## config.mk

```make
export PLATFORM = sky130hd
export DESIGN_NAME = file_exec
export DESIGN_NICKNAME = d
export VERILOG_FILES = /design/src/shared/exec_pkg.sv /design/src/design/file_ram.sv /design/src/design/file_exec.sv
export SDC_FILE = /design/constraint.sdc
export NUM_CORES = 1
export LEC_CHECK = 0
export ABC_CLOCK_PERIOD_IN_PS = 9000
export BUFFER_PORTS_ARGS = -buffer_cell sky130_fd_sc_hd__buf_4
export CORE_UTILIZATION = 62
export DETAILED_ROUTE_END_ITERATION = 8
export HOLD_SLACK_MARGIN = 0.15
export PLACE_DENSITY = 0.79
export SETUP_SLACK_MARGIN = 0.3
export SYNTH_ARGS = -nofsm -noshare
export SYNTH_HDL_FRONTEND = slang
export SYNTH_SLANG_ARGS = --single-unit
```

## constraint.sdc

```tcl
create_clock -name mclk -period 9 [get_ports mclk]
set_input_delay 0.45 -clock mclk [delete_from_list [all_inputs] [get_ports mclk]]
set_output_delay 0.45 -clock mclk [all_outputs]
set_load 0.02 [all_outputs]
```

## src/shared/exec_pkg.sv

```systemverilog
// shared constants, types and helpers for the file-register and branch execution unit
package exec_pkg;

    localparam int DATA_W       = 8;
    localparam int FADDR_W      = 7;
    localparam int LIT_W        = 11;
    localparam int PC_W         = 15;
    localparam int LATCH_W      = 8;
    localparam int PAGE_LO      = 3;   // page latch bits feeding the program counter top
    localparam int PAGE_HI      = 6;
    localparam int CLK_PER_ICYC = 4;   // core clocks per instruction cycle
    localparam int ICYC_CNT_W   = 2;
    localparam int CYC_W        = 2;

    localparam logic [CYC_W-1:0]   ONE_CYCLE  = 2'h1;
    localparam logic [CYC_W-1:0]   TWO_CYCLES = 2'h2;
    localparam logic [DATA_W-1:0]  ZERO_BYTE  = 8'h00;
    localparam logic [DATA_W-1:0]  ONE_BYTE   = 8'h01;
    localparam logic [PC_W-1:0]    PC_RESET   = 15'h0000;

    typedef enum logic [2:0] {
        complement_file_op     = 3'h0,
        zero_file_op           = 3'h1,
        decrement_file_op      = 3'h2,
        zero_working_op        = 3'h3,
        decrement_skip_zero_op = 3'h4,
        increment_skip_zero_op = 3'h5,
        absolute_jump_op       = 3'h6,
        no_op                  = 3'h7
    } op_t;

    // one decoded instruction as handed over by the core
    typedef struct packed {
        op_t                op;
        logic [FADDR_W-1:0] faddr;
        logic               dest;   // 0: working register, 1: file register
        logic [LIT_W-1:0]   lit;
    } instr_t;

    function automatic logic is_zero(input logic [DATA_W-1:0] v);
        return v == ZERO_BYTE;
    endfunction

endpackage

```

## src/design/file_ram.sv

```systemverilog
// data-memory bank of file registers, synchronous write, registered read data
`timescale 1ns/1ps
module file_ram #(
    parameter int AW = 7,
    parameter int DW = 8
) (
    input  wire logic          mclk,
    input  wire logic          rst_n,
    input  wire logic          rd_en,
    input  wire logic [AW-1:0] rd_addr,
    output logic      [DW-1:0] rd_data,
    input  wire logic          wr_en,
    input  wire logic [AW-1:0] wr_addr,
    input  wire logic [DW-1:0] wr_data
);
    logic [DW-1:0] mem [0:(1<<AW)-1];

    // array has no reset; contents are undefined until software writes them
    always_ff @(posedge mclk) begin
        if (wr_en) begin
            mem[wr_addr] <= wr_data;
        end
    end

    // read data is held in a register so the result path starts from a flop
    always_ff @(posedge mclk or negedge rst_n) begin
        if (!rst_n) begin
            rd_data <= '0;
        end else if (rd_en) begin
            rd_data <= mem[rd_addr];
        end
    end
endmodule

```

## src/design/file_exec.sv

```systemverilog
// execution unit for file-register ops, working-register clear, skips and absolute jump
`timescale 1ns/1ps
module file_exec
    import exec_pkg::*;
(
    input  wire logic               mclk,
    input  wire logic               rst_n,
    input  wire logic               instr_valid,
    input  wire instr_t             instr,
    input  wire logic [LATCH_W-1:0] program_page_latch,
    output logic                    ready,
    output logic                    done,
    output logic                    discard_next,
    output logic                    pc_load,
    output logic [PC_W-1:0]         pc,
    output logic [DATA_W-1:0]       w_reg,
    output logic                    zero_flag
);
    typedef enum logic [1:0] {
        S_IDLE = 2'b00,
        S_READ = 2'b01,
        S_WAIT = 2'b11
    } state_t;

    state_t                  state;
    state_t                  next_state;
    instr_t                  cur;
    logic [ICYC_CNT_W-1:0]   qcnt;
    logic [CYC_W-1:0]        cyc_left;
    logic                    discard_pend;

    // instruction-cycle enable: one pulse every CLK_PER_ICYC clocks
    wire icyc_tick = (qcnt == ICYC_CNT_W'(CLK_PER_ICYC - 1));
    // instructions start only on an instruction-cycle boundary
    wire take      = ready && instr_valid && icyc_tick;
    wire in_read   = (state == S_READ);
    wire [DATA_W-1:0] rd_data;

    // result selection
    wire is_comp  = (cur.op == complement_file_op);
    wire is_zf    = (cur.op == zero_file_op);
    wire is_dec   = (cur.op == decrement_file_op);
    wire is_zw    = (cur.op == zero_working_op);
    wire is_dsk   = (cur.op == decrement_skip_zero_op);
    wire is_isk   = (cur.op == increment_skip_zero_op);
    wire is_jump  = (cur.op == absolute_jump_op);
    wire is_skip  = is_dsk || is_isk;
    wire [DATA_W-1:0] dec_val = rd_data - ONE_BYTE;
    wire [DATA_W-1:0] inc_val = rd_data + ONE_BYTE;
    wire [DATA_W-1:0] result  = is_comp ? ~rd_data :
                                (is_dec || is_dsk) ? dec_val :
                                is_isk ? inc_val : ZERO_BYTE;
    wire res_zero   = is_zero(result);
    wire has_result = is_comp || is_dec || is_skip;
    // one-bit dest steers file vs working
    wire to_file    = has_result && cur.dest;
    wire to_w       = (has_result && !cur.dest) || is_zw;
    wire mem_we     = in_read && (to_file || is_zf);
    wire [DATA_W-1:0] mem_wdata = result;
    wire upd_zero   = is_comp || is_dec;
    wire set_zero   = is_zf || is_zw;
    wire skip_hit   = is_skip && res_zero;
    // jump, and a skip whose result is zero, take two cycles
    wire [CYC_W-1:0] ncyc = (is_jump || skip_hit) ? TWO_CYCLES : ONE_CYCLE;
    // jump target from literal and page latch
    wire [PC_W-1:0] jump_pc = {program_page_latch[PAGE_HI:PAGE_LO], cur.lit};

    // seven-bit file address into the bank
    file_ram #(.AW(FADDR_W), .DW(DATA_W)) u_ram (
        .mclk    (mclk),
        .rst_n   (rst_n),
        .rd_en   (take),
        .rd_addr (instr.faddr),
        .rd_data (rd_data),
        .wr_en   (mem_we),
        .wr_addr (cur.faddr),
        .wr_data (mem_wdata)
    );

    // next state
    always_comb begin
        next_state = state;
        case (state)
            S_IDLE: begin
                if (take) begin
                    next_state = S_READ;
                end
            end
            S_READ: next_state = S_WAIT;
            S_WAIT: begin
                if (icyc_tick && cyc_left == ONE_CYCLE) begin
                    next_state = S_IDLE;
                end
            end
            default: next_state = S_IDLE;
        endcase
    end

    // free-running divider for the instruction cycle
    always_ff @(posedge mclk or negedge rst_n) begin
        if (!rst_n) begin
            qcnt <= '0;
        end else begin
            qcnt <= icyc_tick ? '0 : qcnt + ICYC_CNT_W'(1);
        end
    end

    // sequencing and cycle accounting
    always_ff @(posedge mclk or negedge rst_n) begin
        if (!rst_n) begin
            state        <= S_IDLE;
            cur          <= '{op: no_op, faddr: '0, dest: 1'b0, lit: '0};
            cyc_left     <= ONE_CYCLE;
            discard_pend <= 1'b0;
            ready        <= 1'b1;
            done         <= 1'b0;
            discard_next <= 1'b0;
        end else begin
            state <= next_state;
            done  <= 1'b0;
            discard_next <= 1'b0;
            if (take) begin
                cur   <= instr;
                ready <= 1'b0;
            end
            if (in_read) begin
                cyc_left     <= ncyc;
                discard_pend <= is_jump || skip_hit;
            end
            if (state == S_WAIT && icyc_tick) begin
                cyc_left <= cyc_left - ONE_CYCLE;
                if (cyc_left == ONE_CYCLE) begin
                    done         <= 1'b1;
                    discard_next <= discard_pend;
                    ready        <= 1'b1;
                end
            end
        end
    end

    // architectural results; skip ops leave the zero flag untouched
    always_ff @(posedge mclk or negedge rst_n) begin
        if (!rst_n) begin
            w_reg     <= ZERO_BYTE;
            zero_flag <= 1'b0;
            pc        <= PC_RESET;
            pc_load   <= 1'b0;
        end else begin
            pc_load <= 1'b0;
            if (in_read) begin
                if (to_w) begin
                    w_reg <= result;
                end
                // zero flag from the 8-bit result
                if (upd_zero) begin
                    zero_flag <= res_zero;
                end else if (set_zero) begin
                    zero_flag <= 1'b1;
                end
                if (is_jump) begin
                    pc      <= jump_pc;
                    pc_load <= 1'b1;
                end
            end
        end
    end

    // helper: clocks since the instruction was taken, for cycle checks
    logic [7:0]       elapsed;
    logic [CYC_W-1:0] took_cyc;
    always_ff @(posedge mclk or negedge rst_n) begin
        if (!rst_n) begin
            elapsed  <= '0;
            took_cyc <= ONE_CYCLE;
        end else begin
            elapsed <= take ? 8'h00 : elapsed + 8'h01;
            if (in_read) begin
                took_cyc <= ncyc;
            end
        end
    end

    AST_COMP_W: assert property (@(posedge mclk) disable iff (!rst_n)
        in_read && is_comp && !cur.dest |=> w_reg == ~$past(rd_data))
        else $error("complement to working register wrong");
    AST_ZERO_FILE: assert property (@(posedge mclk) disable iff (!rst_n)
        in_read && is_zf |-> mem_we && mem_wdata == ZERO_BYTE ##1 zero_flag)
        else $error("clear-file did not write zero and set zero flag");
    AST_DEC_FILE: assert property (@(posedge mclk) disable iff (!rst_n)
        in_read && is_dec && cur.dest |-> mem_we && mem_wdata == rd_data - ONE_BYTE)
        else $error("decrement to file wrong");
    AST_ZERO_W: assert property (@(posedge mclk) disable iff (!rst_n)
        in_read && is_zw |=> w_reg == ZERO_BYTE && zero_flag)
        else $error("clear-working did not clear w and set zero");
    AST_SKIP_FLAGS: assert property (@(posedge mclk) disable iff (!rst_n)
        in_read && is_skip |=> $stable(zero_flag))
        else $error("skip op changed the zero flag");
    AST_SKIP_DISCARD: assert property (@(posedge mclk) disable iff (!rst_n)
        in_read && skip_hit |-> ##8 done && discard_next)
        else $error("skip on zero did not discard over two cycles");
    AST_SKIP_KEEP: assert property (@(posedge mclk) disable iff (!rst_n)
        in_read && is_skip && !skip_hit |-> ##4 done && !discard_next)
        else $error("skip on nonzero discarded or finished late");
    AST_JUMP_PC: assert property (@(posedge mclk) disable iff (!rst_n)
        in_read && is_jump |=> pc_load && $stable(zero_flag)
            && pc == {$past(program_page_latch[PAGE_HI:PAGE_LO]), $past(cur.lit)})
        else $error("jump target or flags wrong");
    AST_CYCLES: assert property (@(posedge mclk) disable iff (!rst_n)
        done |-> elapsed == 8'(CLK_PER_ICYC * int'(took_cyc))
            && discard_next == (took_cyc == TWO_CYCLES))
        else $error("instruction cycle count or discard wrong");
    AST_ZERO_UPD: assert property (@(posedge mclk) disable iff (!rst_n)
        in_read && upd_zero |=> zero_flag == is_zero($past(result)))
        else $error("zero flag does not match result");
    AST_ADDR: assert property (@(posedge mclk) disable iff (!rst_n)
        take |=> cur.faddr == $past(instr.faddr) && cur.dest == $past(instr.dest))
        else $error("operand capture wrong");
endmodule

```

After elaboration in Yosys (flattened, before gate mapping). Memories as Yosys holds them, arrays and structs flattened. A register that Yosys moved wholly into a read port is not among the register bits. Cells that the tools add are included. Widths: inputs -> output; s select.

Output and inout bits: 28. Register bits: 57. Bits of input ports: 33. Memories: 1. Memory bits (writable): 1024. Word-level logic and storage cells: 83.

Memories: u_ram.mem (words 128, width 8, rd ports 1, clocked after Yosys merged registers in 1, write ports 1, RTL line file_ram.sv:16) `logic [DW-1:0] mem [0:(1<<AW)-1];`.

Muxes and demuxes: 23. Add/sub/neg operators: 4. Reduce and logical (&&, ||, !) cells: 27. Eq/ne operators: 12. Bitwise gates (word level): 1.

Operators with widths (count): $mux 8 (3); $mux 1 (13); $mux 2 (6); $eq 3x3->1 const B (3); $add 8x1->8 const B (1); $logic_and 1x1->1 (8); $logic_not 8->1 (1); $logic_or 1x1->1 (8); $not 8->8 (1); $reduce_and 2->1 (4); $sub 8x1->8 const B (1); $eq 3x2->1 const B (2); $pmux 2 s3 (1); $eq 2x1->1 const B (2); $eq 2x2->1 const B (2); $ne 2x2->1 const B (2); $reduce_bool 2->1 (2); $eq 3x1->1 const B (1); $logic_not 3->1 (1); $add 2x1->2 const B (1); $logic_not 1->1 (2); $logic_not 2->1 (1); $sub 2x1->2 const B (1).

Logic depth before layout (Yosys ltp). Gate-level depths: netlist (run 1).

Depth in word-level cells: 10. Depth in mapped cells: 10. Gate-level depth less buffers: 9.

Cells and area by module. Synthesis (run 1) repeated with hierarchy kept, for this count alone.

Cells, all modules: 2242. Area total of the unflattened synthesis: 43306.5 um2.

Modules (own cells, without submodules): file_ram (times used 1, seq. area each 30949.7 um2, area an instance 40492.6 um2, cells an instance 2000); file_exec (times used 1, seq. area each 1432.6 um2, area an instance 2813.9 um2, cells an instance 242).

Least setup slack after synthesis (run 1). Ideal clock, no wire load.

Path type: register -> register. Start: register u_ram.rd_data[1], read port of u_ram.mem. End: register cyc_left[1]. Setup slack: 1546 ps. Period minus slack after synthesis: 7454 ps. Library setup time: 132 ps. Data required time: 8868 ps. Data arrival time: 7322 ps. Buffers on the path: 1. Stages on the path, launching flop included: 9. Cells stage by stage: dfrtp_1 -> clkbuf_1 -> inv_1 -> ha_1 -> xor2_1 -> o21ai_0 -> or4_4 -> nor4_2 -> or3_1.

Cells in the longest elaborated chain, start to end: 10. Elaborated cells between the ends (all ways): 12. Classes of those cells: add/sub: 2; mux: 6; bitwise: 1; reduce/logical: 3.

RTL lines: start: declaration (RTL line file_ram.sv:11) `output logic [DW-1:0] rd_data,`; $add 8x1->8 (RTL line file_exec.sv:49) `wire [DATA_W-1:0] inc_val = rd_data + ONE_BYTE;`; $mux 8 (RTL line file_exec.sv:52) `is_isk ? inc_val : ZERO_BYTE;`; $mux 8 (RTL line file_exec.sv:51) `(is_dec || is_dsk) ? dec_val :`; $mux 8 (*) (RTL line file_exec.sv:50) `wire [DATA_W-1:0] result = is_comp ? ~rd_data :`; net mem_wdata[1] (RTL line file_exec.sv:59) `wire [DATA_W-1:0] mem_wdata = result;`; $logic_not 8->1 (*) (RTL line exec_pkg.sv:41) `return v == ZERO_BYTE;`; $logic_and 1x1->1 (*) (RTL line file_exec.sv:62) `wire skip_hit = is_skip && res_zero;`; $logic_or 1x1->1 (*) (RTL line file_exec.sv:64) `wire [CYC_W-1:0] ncyc = (is_jump || skip_hit) ? TWO_CYCLES : ONE_CYCLE;`; $mux 2 (*) (RTL line file_exec.sv:64); $mux 2 (*) (RTL line file_exec.sv:126) `if (in_read) begin`; $mux 2 (*) (RTL line file_exec.sv:130) `if (state == S_WAIT && icyc_tick) begin`; end signal: assignment (RTL line file_exec.sv:127) `cyc_left <= ncyc;`; end signal: assignment (RTL line file_exec.sv:131) `cyc_left <= cyc_left - ONE_CYCLE;`; end: declaration (RTL line file_exec.sv:29) `logic [CYC_W-1:0] cyc_left;`.

The timed path passes the listed nets; every way through them passes the cells marked *. The select of a mux whose other input is x is not followed. A chain may end at the register's enable or synchronous reset.

Worst setup path after layout (run 1).
Start: register u_ram.rd_data[0], read port of u_ram.mem. End: register cyc_left[1].

Cells in the longest elaborated chain, start to end: 10. Elaborated cells between the ends (all ways): 12. Classes of those cells: add/sub: 2; mux: 6; bitwise: 1; reduce/logical: 3.

RTL lines (RTL line): $add 8x1->8 (file_exec.sv:49); $mux 8 (file_exec.sv:52); $mux 8 (*) (file_exec.sv:51); $mux 8 (*) (file_exec.sv:50); net mem_wdata[4] (file_exec.sv:59); $logic_not 8->1 (*) (exec_pkg.sv:41); $logic_and 1x1->1 (*) (file_exec.sv:62); $logic_or 1x1->1 (*) (file_exec.sv:64); $mux 2 (*) (file_exec.sv:64); $mux 2 (*) (file_exec.sv:126); $mux 2 (*) (file_exec.sv:130).

Marked as above.

==> reports/summary.json, run 1 <==
{
  "critical_path.slowest_cell": "buf_4",
  "layout.cells.most_common_list": "1,024 x edfxtp_1, 256 x mux4_2, 156 x nor2_1, 108 x clkbuf_16, 75 x buf_4",
  "cp-start-kind": "register",
  "nFillCells": 3760,
  "ys_seq_elements": 1089,
  "floorplan.core_area_um2": 67400,
  "endpoint_arrival_time_on_the_critical_path_ps": 4490,
  "post_placement_cell_count": 2900,
  "via_count": 21300,
  "drt_wl_total_um": 93900,
  "top_usage_layer": "met2",
  "vias_per_cell": 6.84,
  "clkSlewWorstSetupHoldPaths_ps": 60,
  "vdd.ir_drop.worst_mv": 0.148,
  "design.die.area_um2": 69400,
  "initial_core_util": 0.629,
  "setup_violations": 0,
  "multi_input_comb_area_um2": 9610,
  "floorplan.rows": 95,
  "pwr_density_cell_nw_per_um2": 212,
  "slew_headroom": 0.138,
  "critical_path_end_type": "register",
  "final_net_count": 2194,
  "footprint_of_the_flip_flops_and_latches_um2": 32400,
  "portBuffers": 56,
  "largestRegisters": "u_ram.mem x1024, cur x22, pc x15",
  "maximum_number_of_pins_on_one_net_before_global_route_repair": 161,
  "clock_tree.root_cell": "clkbuf_16",
  "grt_antenna_before_repair": 2,
  "drt_iter0_markers": 3243,
  "final-instance-count-excl-fill": 3117,
  "synth.yosys.seq_area_share": 0.764,
  "grt_util_met3": 0.0528,
  "finalHoldWorstSlack_ps": 400,
  "run_status": "finished clean",
  "globalRouteOverflowTotal": 0,
  "synth-async-reset-ratio": 0.0597,
  "max-clock-path-buffers": 3,
  "grt.met1_usage": 0.391,
  "critical_path.cell_chain": "inv_1 -> ha_1 -> nor3b_1 -> a21oi_1 -> a2111oi_0 -> a221o_4 -> buf_4 -> or3_1 -> nor4_2 -> or3_1",
  "grt_pass1_wl_um": 140000,
  "chipHeight_um": 264,
  "grt.met2_usage": 0.436,
  "rsz0062_at_grt": "no",
  "gr-usage-all-layers": 0.276,
  "largest-register": "u_ram.mem",
  "drt_pass1_iterations": 6,
  "synth-edff-count": 1024,
  "n_antenna_cell": 0,
  "synth_area_um2": 42400,
  "syn_area_per_cell_um2": 20.6,
  "yosys.cell_types.count": 58,
  "synth_top_area_share": 0.725,
  "tightestPinTransition_ps": 1290,
  "cts_buffers": 105,
  "worst_path_most_repeated_cell": "or3_1",
  "final_common_cell": "edfxtp_1",
  "h-tree-depth": 3,
  "ys_top_cells_by_area": "edfxtp_1 73%, mux4_2 14%, dfrtp_1 3.5%",
  "worst_ep_required_time_ps": 9550,
  "worst_hold_path_type": "input pin to async pin",
  "grt_pass1_vias": 21600,
  "tns_ps": 0,
  "finalMaxSlewViolations": 0,
  "wire_per_inst_um": 30.1,
  "cts-hold-fix-buffers": 23,
  "skew_ps": 43.2,
  "reg2reg_depth": 10,
  "syn-num-nets": 2098,
  "cpPeakStageDelay_ps": 820,
  "largest_register_ffs": 1024,
  "width_of_the_die_um": 264,
  "leakagePower_nw": 18.1,
  "drive_above_1_share": 0.248,
  "critical_path_class": "register to register",
  "drc": 0,
  "synth_largest_area_cell": "edfxtp_1",
  "yosys_warnings": 0,
  "gp_congestion": 0.873,
  "post-cts-setup-buffers": 0,
  "drtAntennaViolNets": 0,
  "cts_repair_resize_count": 0,
  "max_cap_violations": 0,
  "final_hold_viol_count": 0,
  "cts_num_sinks": 1089,
  "final_min_period_over_clock_period": 0.439,
  "post-dp-hpwl_um": 52100,
  "tritoncts": "yes",
  "areaGrowthSynthToFinish_pct": 11.9,
  "crit_path_max_fanout": 78,
  "synth_ff_type": "edfxtp_1",
  "fin_crit_ps": 3950,
  "boundaryPins": 61,
  "timing.fmax_mhz": 253,
  "clk_latency_worst_skew_pair_ps": 670,
  "post_synth_inst_count": 2061
}
-- critical path: cells and delay by family (launching register included) --
kind            cells  cell delay [ps]
buf+inv             2              940
simple gates        4             1000
flops               1              520
fa+ha+maj           1              210
compound gates      3             1130
-- power breakdown --
part	total [mW]	switching [mW]	internal, mW
Sequential	5.46	0	5.46
Clock	4.41	1.84	2.57
Combinational	0.185	0.112	0.0732
-- cell families (layout without fill, tap and decap cells) --
group	count (synthesis)	count (layout)	share of synthesized area
DFF	1089	1089	0.764
muxes	340	340	0.157
and+or+nand+nor	336	336	0.0364
AOI/OAI and AO/OA	161	161	0.0277
buffers and inverters	123	306	0.0120
xor gates and xnor gates	8	8	0.00165
adders and majority gates	4	4	0.00118
-- stage by stage --
stage          area [um2]  total power, mW  worst slack [ps]   util
3_3_place_gp        43800             5.74              5260  0.649
4_1_cts             47500             10.1              5040  0.704
6_report            47500             10.1              5050  0.704
3_5_place_dp        43800             5.74              5060  0.649
5_1_grt             47500             10.3              4810  0.704
2_1_floorplan       42400             5.69              1550      -
-- Yosys cell counts (5+ instances only) --
| cell type | count |
|---|---|
| mux2_2 | 55 |
| a21oi_1 | 10 |
| nand3_1 | 28 |
| dfrtp_1 | 60 |
| nand2b_1 | 13 |
| buf_1 | 8 |
| a221o_1 | 8 |
| mux2i_1 | 29 |
| a22oi_1 | 50 |
| a31oi_1 | 8 |
| mux4_2 | 256 |
| nand4_1 | 5 |
| o311a_1 | 5 |
| nor3_1 | 22 |
| o21ai_0 | 11 |
| nor2b_1 | 11 |
| o221ai_1 | 11 |
| o211ai_1 | 9 |
| edfxtp_1 | 1024 |
| buf_2 | 32 |
| dfstp_2 | 5 |
| inv_1 | 9 |
| nand2_1 | 62 |
| a221oi_1 | 6 |
| xnor2_1 | 6 |
| clkbuf_1 | 73 |
| or3_1 | 15 |
| nor2_1 | 156 |
| o22ai_1 | 28 |
-- final timing paths --
| path | start | end | slack (ps) |
|---|---|---|---|
| worst max-delay path | u_ram.rd_data[0] | cyc_left[1] | 5050 |
| worst min-delay path | rst_n | qcnt[1] | 400 |
| worst max register to register | u_ram.rd_data[0] | cyc_left[1] | 5050 |
| worst min register to register | qcnt[0] | qcnt[0] | 430 |
| max in group asynchronous | rst_n | pc[0] | 8050 |
| min in group mclk | instr[15] | cur[15] | 400 |
-- final cells by class --
type | count | share of cell area
clock inverter | 64 | 0.0143
inverter | 9 | 0.000712
timing repair buffer | 103 | 0.0186
multi-input combinational | 849 | 0.202
tap | 873 | 0.0230
sequential | 1089 | 0.682
clock buffer | 130 | 0.0587
-- per-layer routing --
metal | vias up | part of all wire
met1 | 11000 | 0.38
met5 | - | 0.00029
met2 | 1332 | 0.49
met3 | 198 | 0.10
met4 | 4 | 0.033
li1 | 8737 | -
(Power assumes the default switching activity.)
==> run 2: changes to the inputs <==
--- a/config.mk
+++ b/config.mk
@@ -5,12 +5,13 @@
 export SDC_FILE = /design/constraint.sdc
 export NUM_CORES = 1
 export LEC_CHECK = 0
-export ABC_CLOCK_PERIOD_IN_PS = 9000
+export ABC_AREA = 1
+export ABC_CLOCK_PERIOD_IN_PS = 3350
 export BUFFER_PORTS_ARGS = -buffer_cell sky130_fd_sc_hd__buf_4
-export CORE_UTILIZATION = 62
+export CORE_UTILIZATION = 57
 export DETAILED_ROUTE_END_ITERATION = 8
 export HOLD_SLACK_MARGIN = 0.15
-export PLACE_DENSITY = 0.79
+export PLACE_DENSITY = 0.76
 export SETUP_SLACK_MARGIN = 0.3
 export SYNTH_ARGS = -nofsm -noshare
 export SYNTH_HDL_FRONTEND = slang
==> constraint.sdc (replaced) <==
create_clock -name mclk -period 3.35 [get_ports mclk]
set_input_delay 0.1675 -clock mclk [delete_from_list [all_inputs] [get_ports mclk]]
set_output_delay 0.1675 -clock mclk [all_outputs]
set_load 0.02 [all_outputs]
==> run 2 against run 1 <==
  * Clock skew down 17 ps
  * First-iteration DRC count is 20% higher
  * Critical path depth shrank 1
  * Via count increased by 40%
  * Sequential power rose to 3.3 times the previous value
  * Global-route usage about the same
  * Combinational power rose to 36 times the previous value
  * Routed wire length is 17% higher
  * Maximum frequency rose by 34%
  * Worst hold slack got worse by 240 ps
  * Cell count increased by 61%
  * Design area up 6.0%
  * Critical path type unchanged
  * Critical endpoint is now u_ram.mem[119][2]
==> reports/summary.json, run 2 <==
{
  "setup_slack_on_the_worst_flop_to_flop_path_ps": 410,
  "width_of_the_die_um": 282,
  "floorplan.rows": 102,
  "final_hold_viol_count": 0,
  "wire_per_inst_um": 21.9,
  "portBuffers": 56,
  "syn-num-nets": 3839,
  "layout.cells.most_common_list": "1,024 x edfxtp_1, 986 x nand2_1, 447 x nor2_1, 391 x nand3_1, 225 x a21oi_1",
  "leakagePower_nw": 18.2,
  "skew_ps": 26.1,
  "worst_ep_required_time_ps": 3640,
  "largestRegisters": "u_ram.mem x1024, cur x22, pc x15",
  "synth.yosys.seq_area_share": 0.726,
  "finalInstanceArea_um2": 50300,
  "post_placement_cell_count": 4782,
  "synth-edff-count": 1024,
  "finalMaxSlewViolations": 0,
  "areaGrowthSynthToFinish_pct": 12.7,
  "gp_congestion": 0.934,
  "rsz0062_at_grt": "no",
  "critical_path_class": "register to register",
  "timing.fmax_mhz": 341,
  "seqPwrFrac": 0.492,
  "worst_path_most_repeated_cell": "nand2_1",
  "cts_num_sinks": 1089,
  "syn_area_per_cell_um2": 11.7,
  "clockPowerShare": 0.328,
  "h-tree-depth": 3,
  "cts_buffers": 106,
  "worstReg2RegEnd": "u_ram.mem[119][2]",
  "floorplan.core_area_um2": 77500,
  "post_synth_inst_count": 3802,
  "final_min_period_over_clock_period": 0.876,
  "ys_top_cells_by_area": "edfxtp_1 69%, nand2_1 8.3%, nand3_1 4.5%",
  "cp-start-kind": "register",
  "synth_ff_type": "edfxtp_1",
  "crit_path_max_fanout": 8,
  "pwr_density_cell_nw_per_um2": 735,
  "run_status": "finished clean",
  "maximum_number_of_pins_on_one_net_before_global_route_repair": 195,
  "grt_antenna_before_repair": 0,
  "final-instance-count-excl-fill": 5003,
  "yosysMostFrequentCell": "edfxtp_1",
  "grt_pass1_wl_um": 165000,
  "final_net_count": 3913,
  "critical_path.reg2reg.startpoint": "cur[21]",
  "max_cap_violations": 0,
  "post-dp-hpwl_um": 62900,
  "worst_hold_path_type": "input pin to async pin",
  "endpoint_arrival_time_on_the_critical_path_ps": 3230,
  "initial_core_util": 0.576,
  "largest_register_ffs": 1024,
  "critPathLaunch": "cur[21]",
  "via_count": 29900,
  "grt_pass1_vias": 28500,
  "drt_wl_total_um": 110000,
  "power.share.combinational": 0.180,
  "max-clock-path-buffers": 3,
  "vias_per_cell": 5.97,
  "tritoncts": "yes",
  "detailed_place.area_um2": 46500,
  "clk_latency_worst_skew_pair_ps": 680,
  "yosys.cell_types.count": 31,
  "largest-register": "u_ram.mem",
  "critical_path.slowest_cell": "dfstp_2",
  "cpPeakStageDelay_ps": 590,
  "slew_headroom": 0.418,
  "n_antenna_cell": 0,
  "synth-async-reset-ratio": 0.0597,
  "synth_top_area_share": 0.689,
  "switch_pwr_mw": 10.6,
  "tns_ps": 0,
  "switching_share": 0.287,
  "synth_area_um2": 44600,
  "report.power.total_mw": 37.0,
  "drt_iter0_markers": 3901,
  "reg2reg_depth": 9,
  "drc": 0,
  "worst_setup_path_endpoint": "u_ram.mem[119][2]",
  "clkSlewWorstSetupHoldPaths_ps": 60,
  "p_int_mw": 26.4,
  "gr-usage-all-layers": 0.276,
  "final_common_cell": "edfxtp_1",
  "globalRouteOverflowTotal": 0,
  "critical_path.cell_chain": "inv_1 -> nand2_1 -> nand2_1 -> o22ai_1 -> nand2_1 -> inv_1 -> nand2_1 -> buf_4 -> nor2_1",
  "critical_path_end_type": "register",
  "fin_crit_ps": 2940,
  "chipHeight_um": 282,
  "drt_pass1_iterations": 6,
  "drive_above_1_share": 0.0916,
  "boundaryPins": 61,
  "design.die.area_um2": 79400,
  "setup_violations": 0,
  "clock_tree.root_cell": "clkbuf_16",
  "synth_largest_area_cell": "edfxtp_1",
  "vdd.ir_drop.worst_mv": 0.680,
  "drtAntennaViolNets": 0,
  "yosys_warnings": 0,
  "tightestPinTransition_ps": 872,
  "synth.cells.most_frequent": "1,024 x edfxtp_1, 986 x nand2_1, 449 x nor2_1",
  "ys_seq_elements": 1089
}
run 2: changes by cell type after synthesis, sizes merged, moves of 174 or more:
cell	change
o21ai	+174
a21oi	+215
nand3	+371
mux4	-256
nor2	+294
nand2	+924
run 2: timing repair:
item	in CTS	in global routing
hold endpoints to repair	99	0
hold buffers	26	0
setup buffers	0	0
resized for setup	0	2
endpoints found under the setup margin	0	16
run 2: final cells by class:
type | count | area, um2
Clock buffer | 132 | 2850
Clock inverter | 63 | 698
Fill cell | 5481 | 27200
Inverter | 57 | 243
Multi-Input combinational cell | 2418 | 10900
Sequential cell | 1089 | 32400
Tap cell | 1040 | 1300
Timing Repair Buffer | 204 | 1950
run 2: cell families (layout without fill, tap and decap cells):
group	Yosys count	in the layout	synth area share
AOI/OAI and AO/OA	551	551	0.0701
adders and majority gates	4	4	0.00112
and+or+nand+nor	1853	1853	0.168
DFF	1089	1089	0.726
xor gates and xnor gates	2	2	0.000393
muxes	8	8	0.00202
buffers and inverters	295	456	0.0326
run 2: worst max-delay path: cells and delay by family, from the launching register on:
kind,cells,cell delay [ps]
buf+inv,3,660
compound gates,1,130
flops,1,590
simple gates,5,1180
run 2: worst min-delay path by stage:
stage	from	slack (ps)	endpoint
CTS	rst_n	170	pc[1]
detailed placement	rst_n	330	cur[0]
global route	rst_n	240	cur[1]
finish	rst_n	160	cur[0]
floorplan	rst_n	-130	cur[0]
global placement	rst_n	320	cur[2]
run 2: metrics by stage:
step	setup WS, ps	hold slack, ps	utilization
finish	414	159	0.649
global route	319	239	0.649
CTS	437	173	0.649
detailed placement	479	335	0.600
global placement	618	325	0.600
floorplan	397	-128	-
run 2: layer usage:
metal	global-route usage	wire length (um)	up-vias
li1	-	-	13600
met1	0.371	42700	14400
met2	0.446	52400	1529
met3	0.0469	9940	304
met4	0.120	4580	0
met5	0	0	-
run 2: power by group through the flow:
| stage | registers (mW) | logic (mW) | clock network (mW) |
|---|---|---|---|
| after floorplan | 18.8 | 3.09 | 0 |
| after global placement | 18.4 | 6.38 | 0 |
| after detailed placement | 18.5 | 6.53 | 0 |
| after CTS | 18.2 | 6.59 | 12.2 |
| after global routing | 18.2 | 7.12 | 12.7 |
| final | 18.2 | 6.65 | 12.1 |
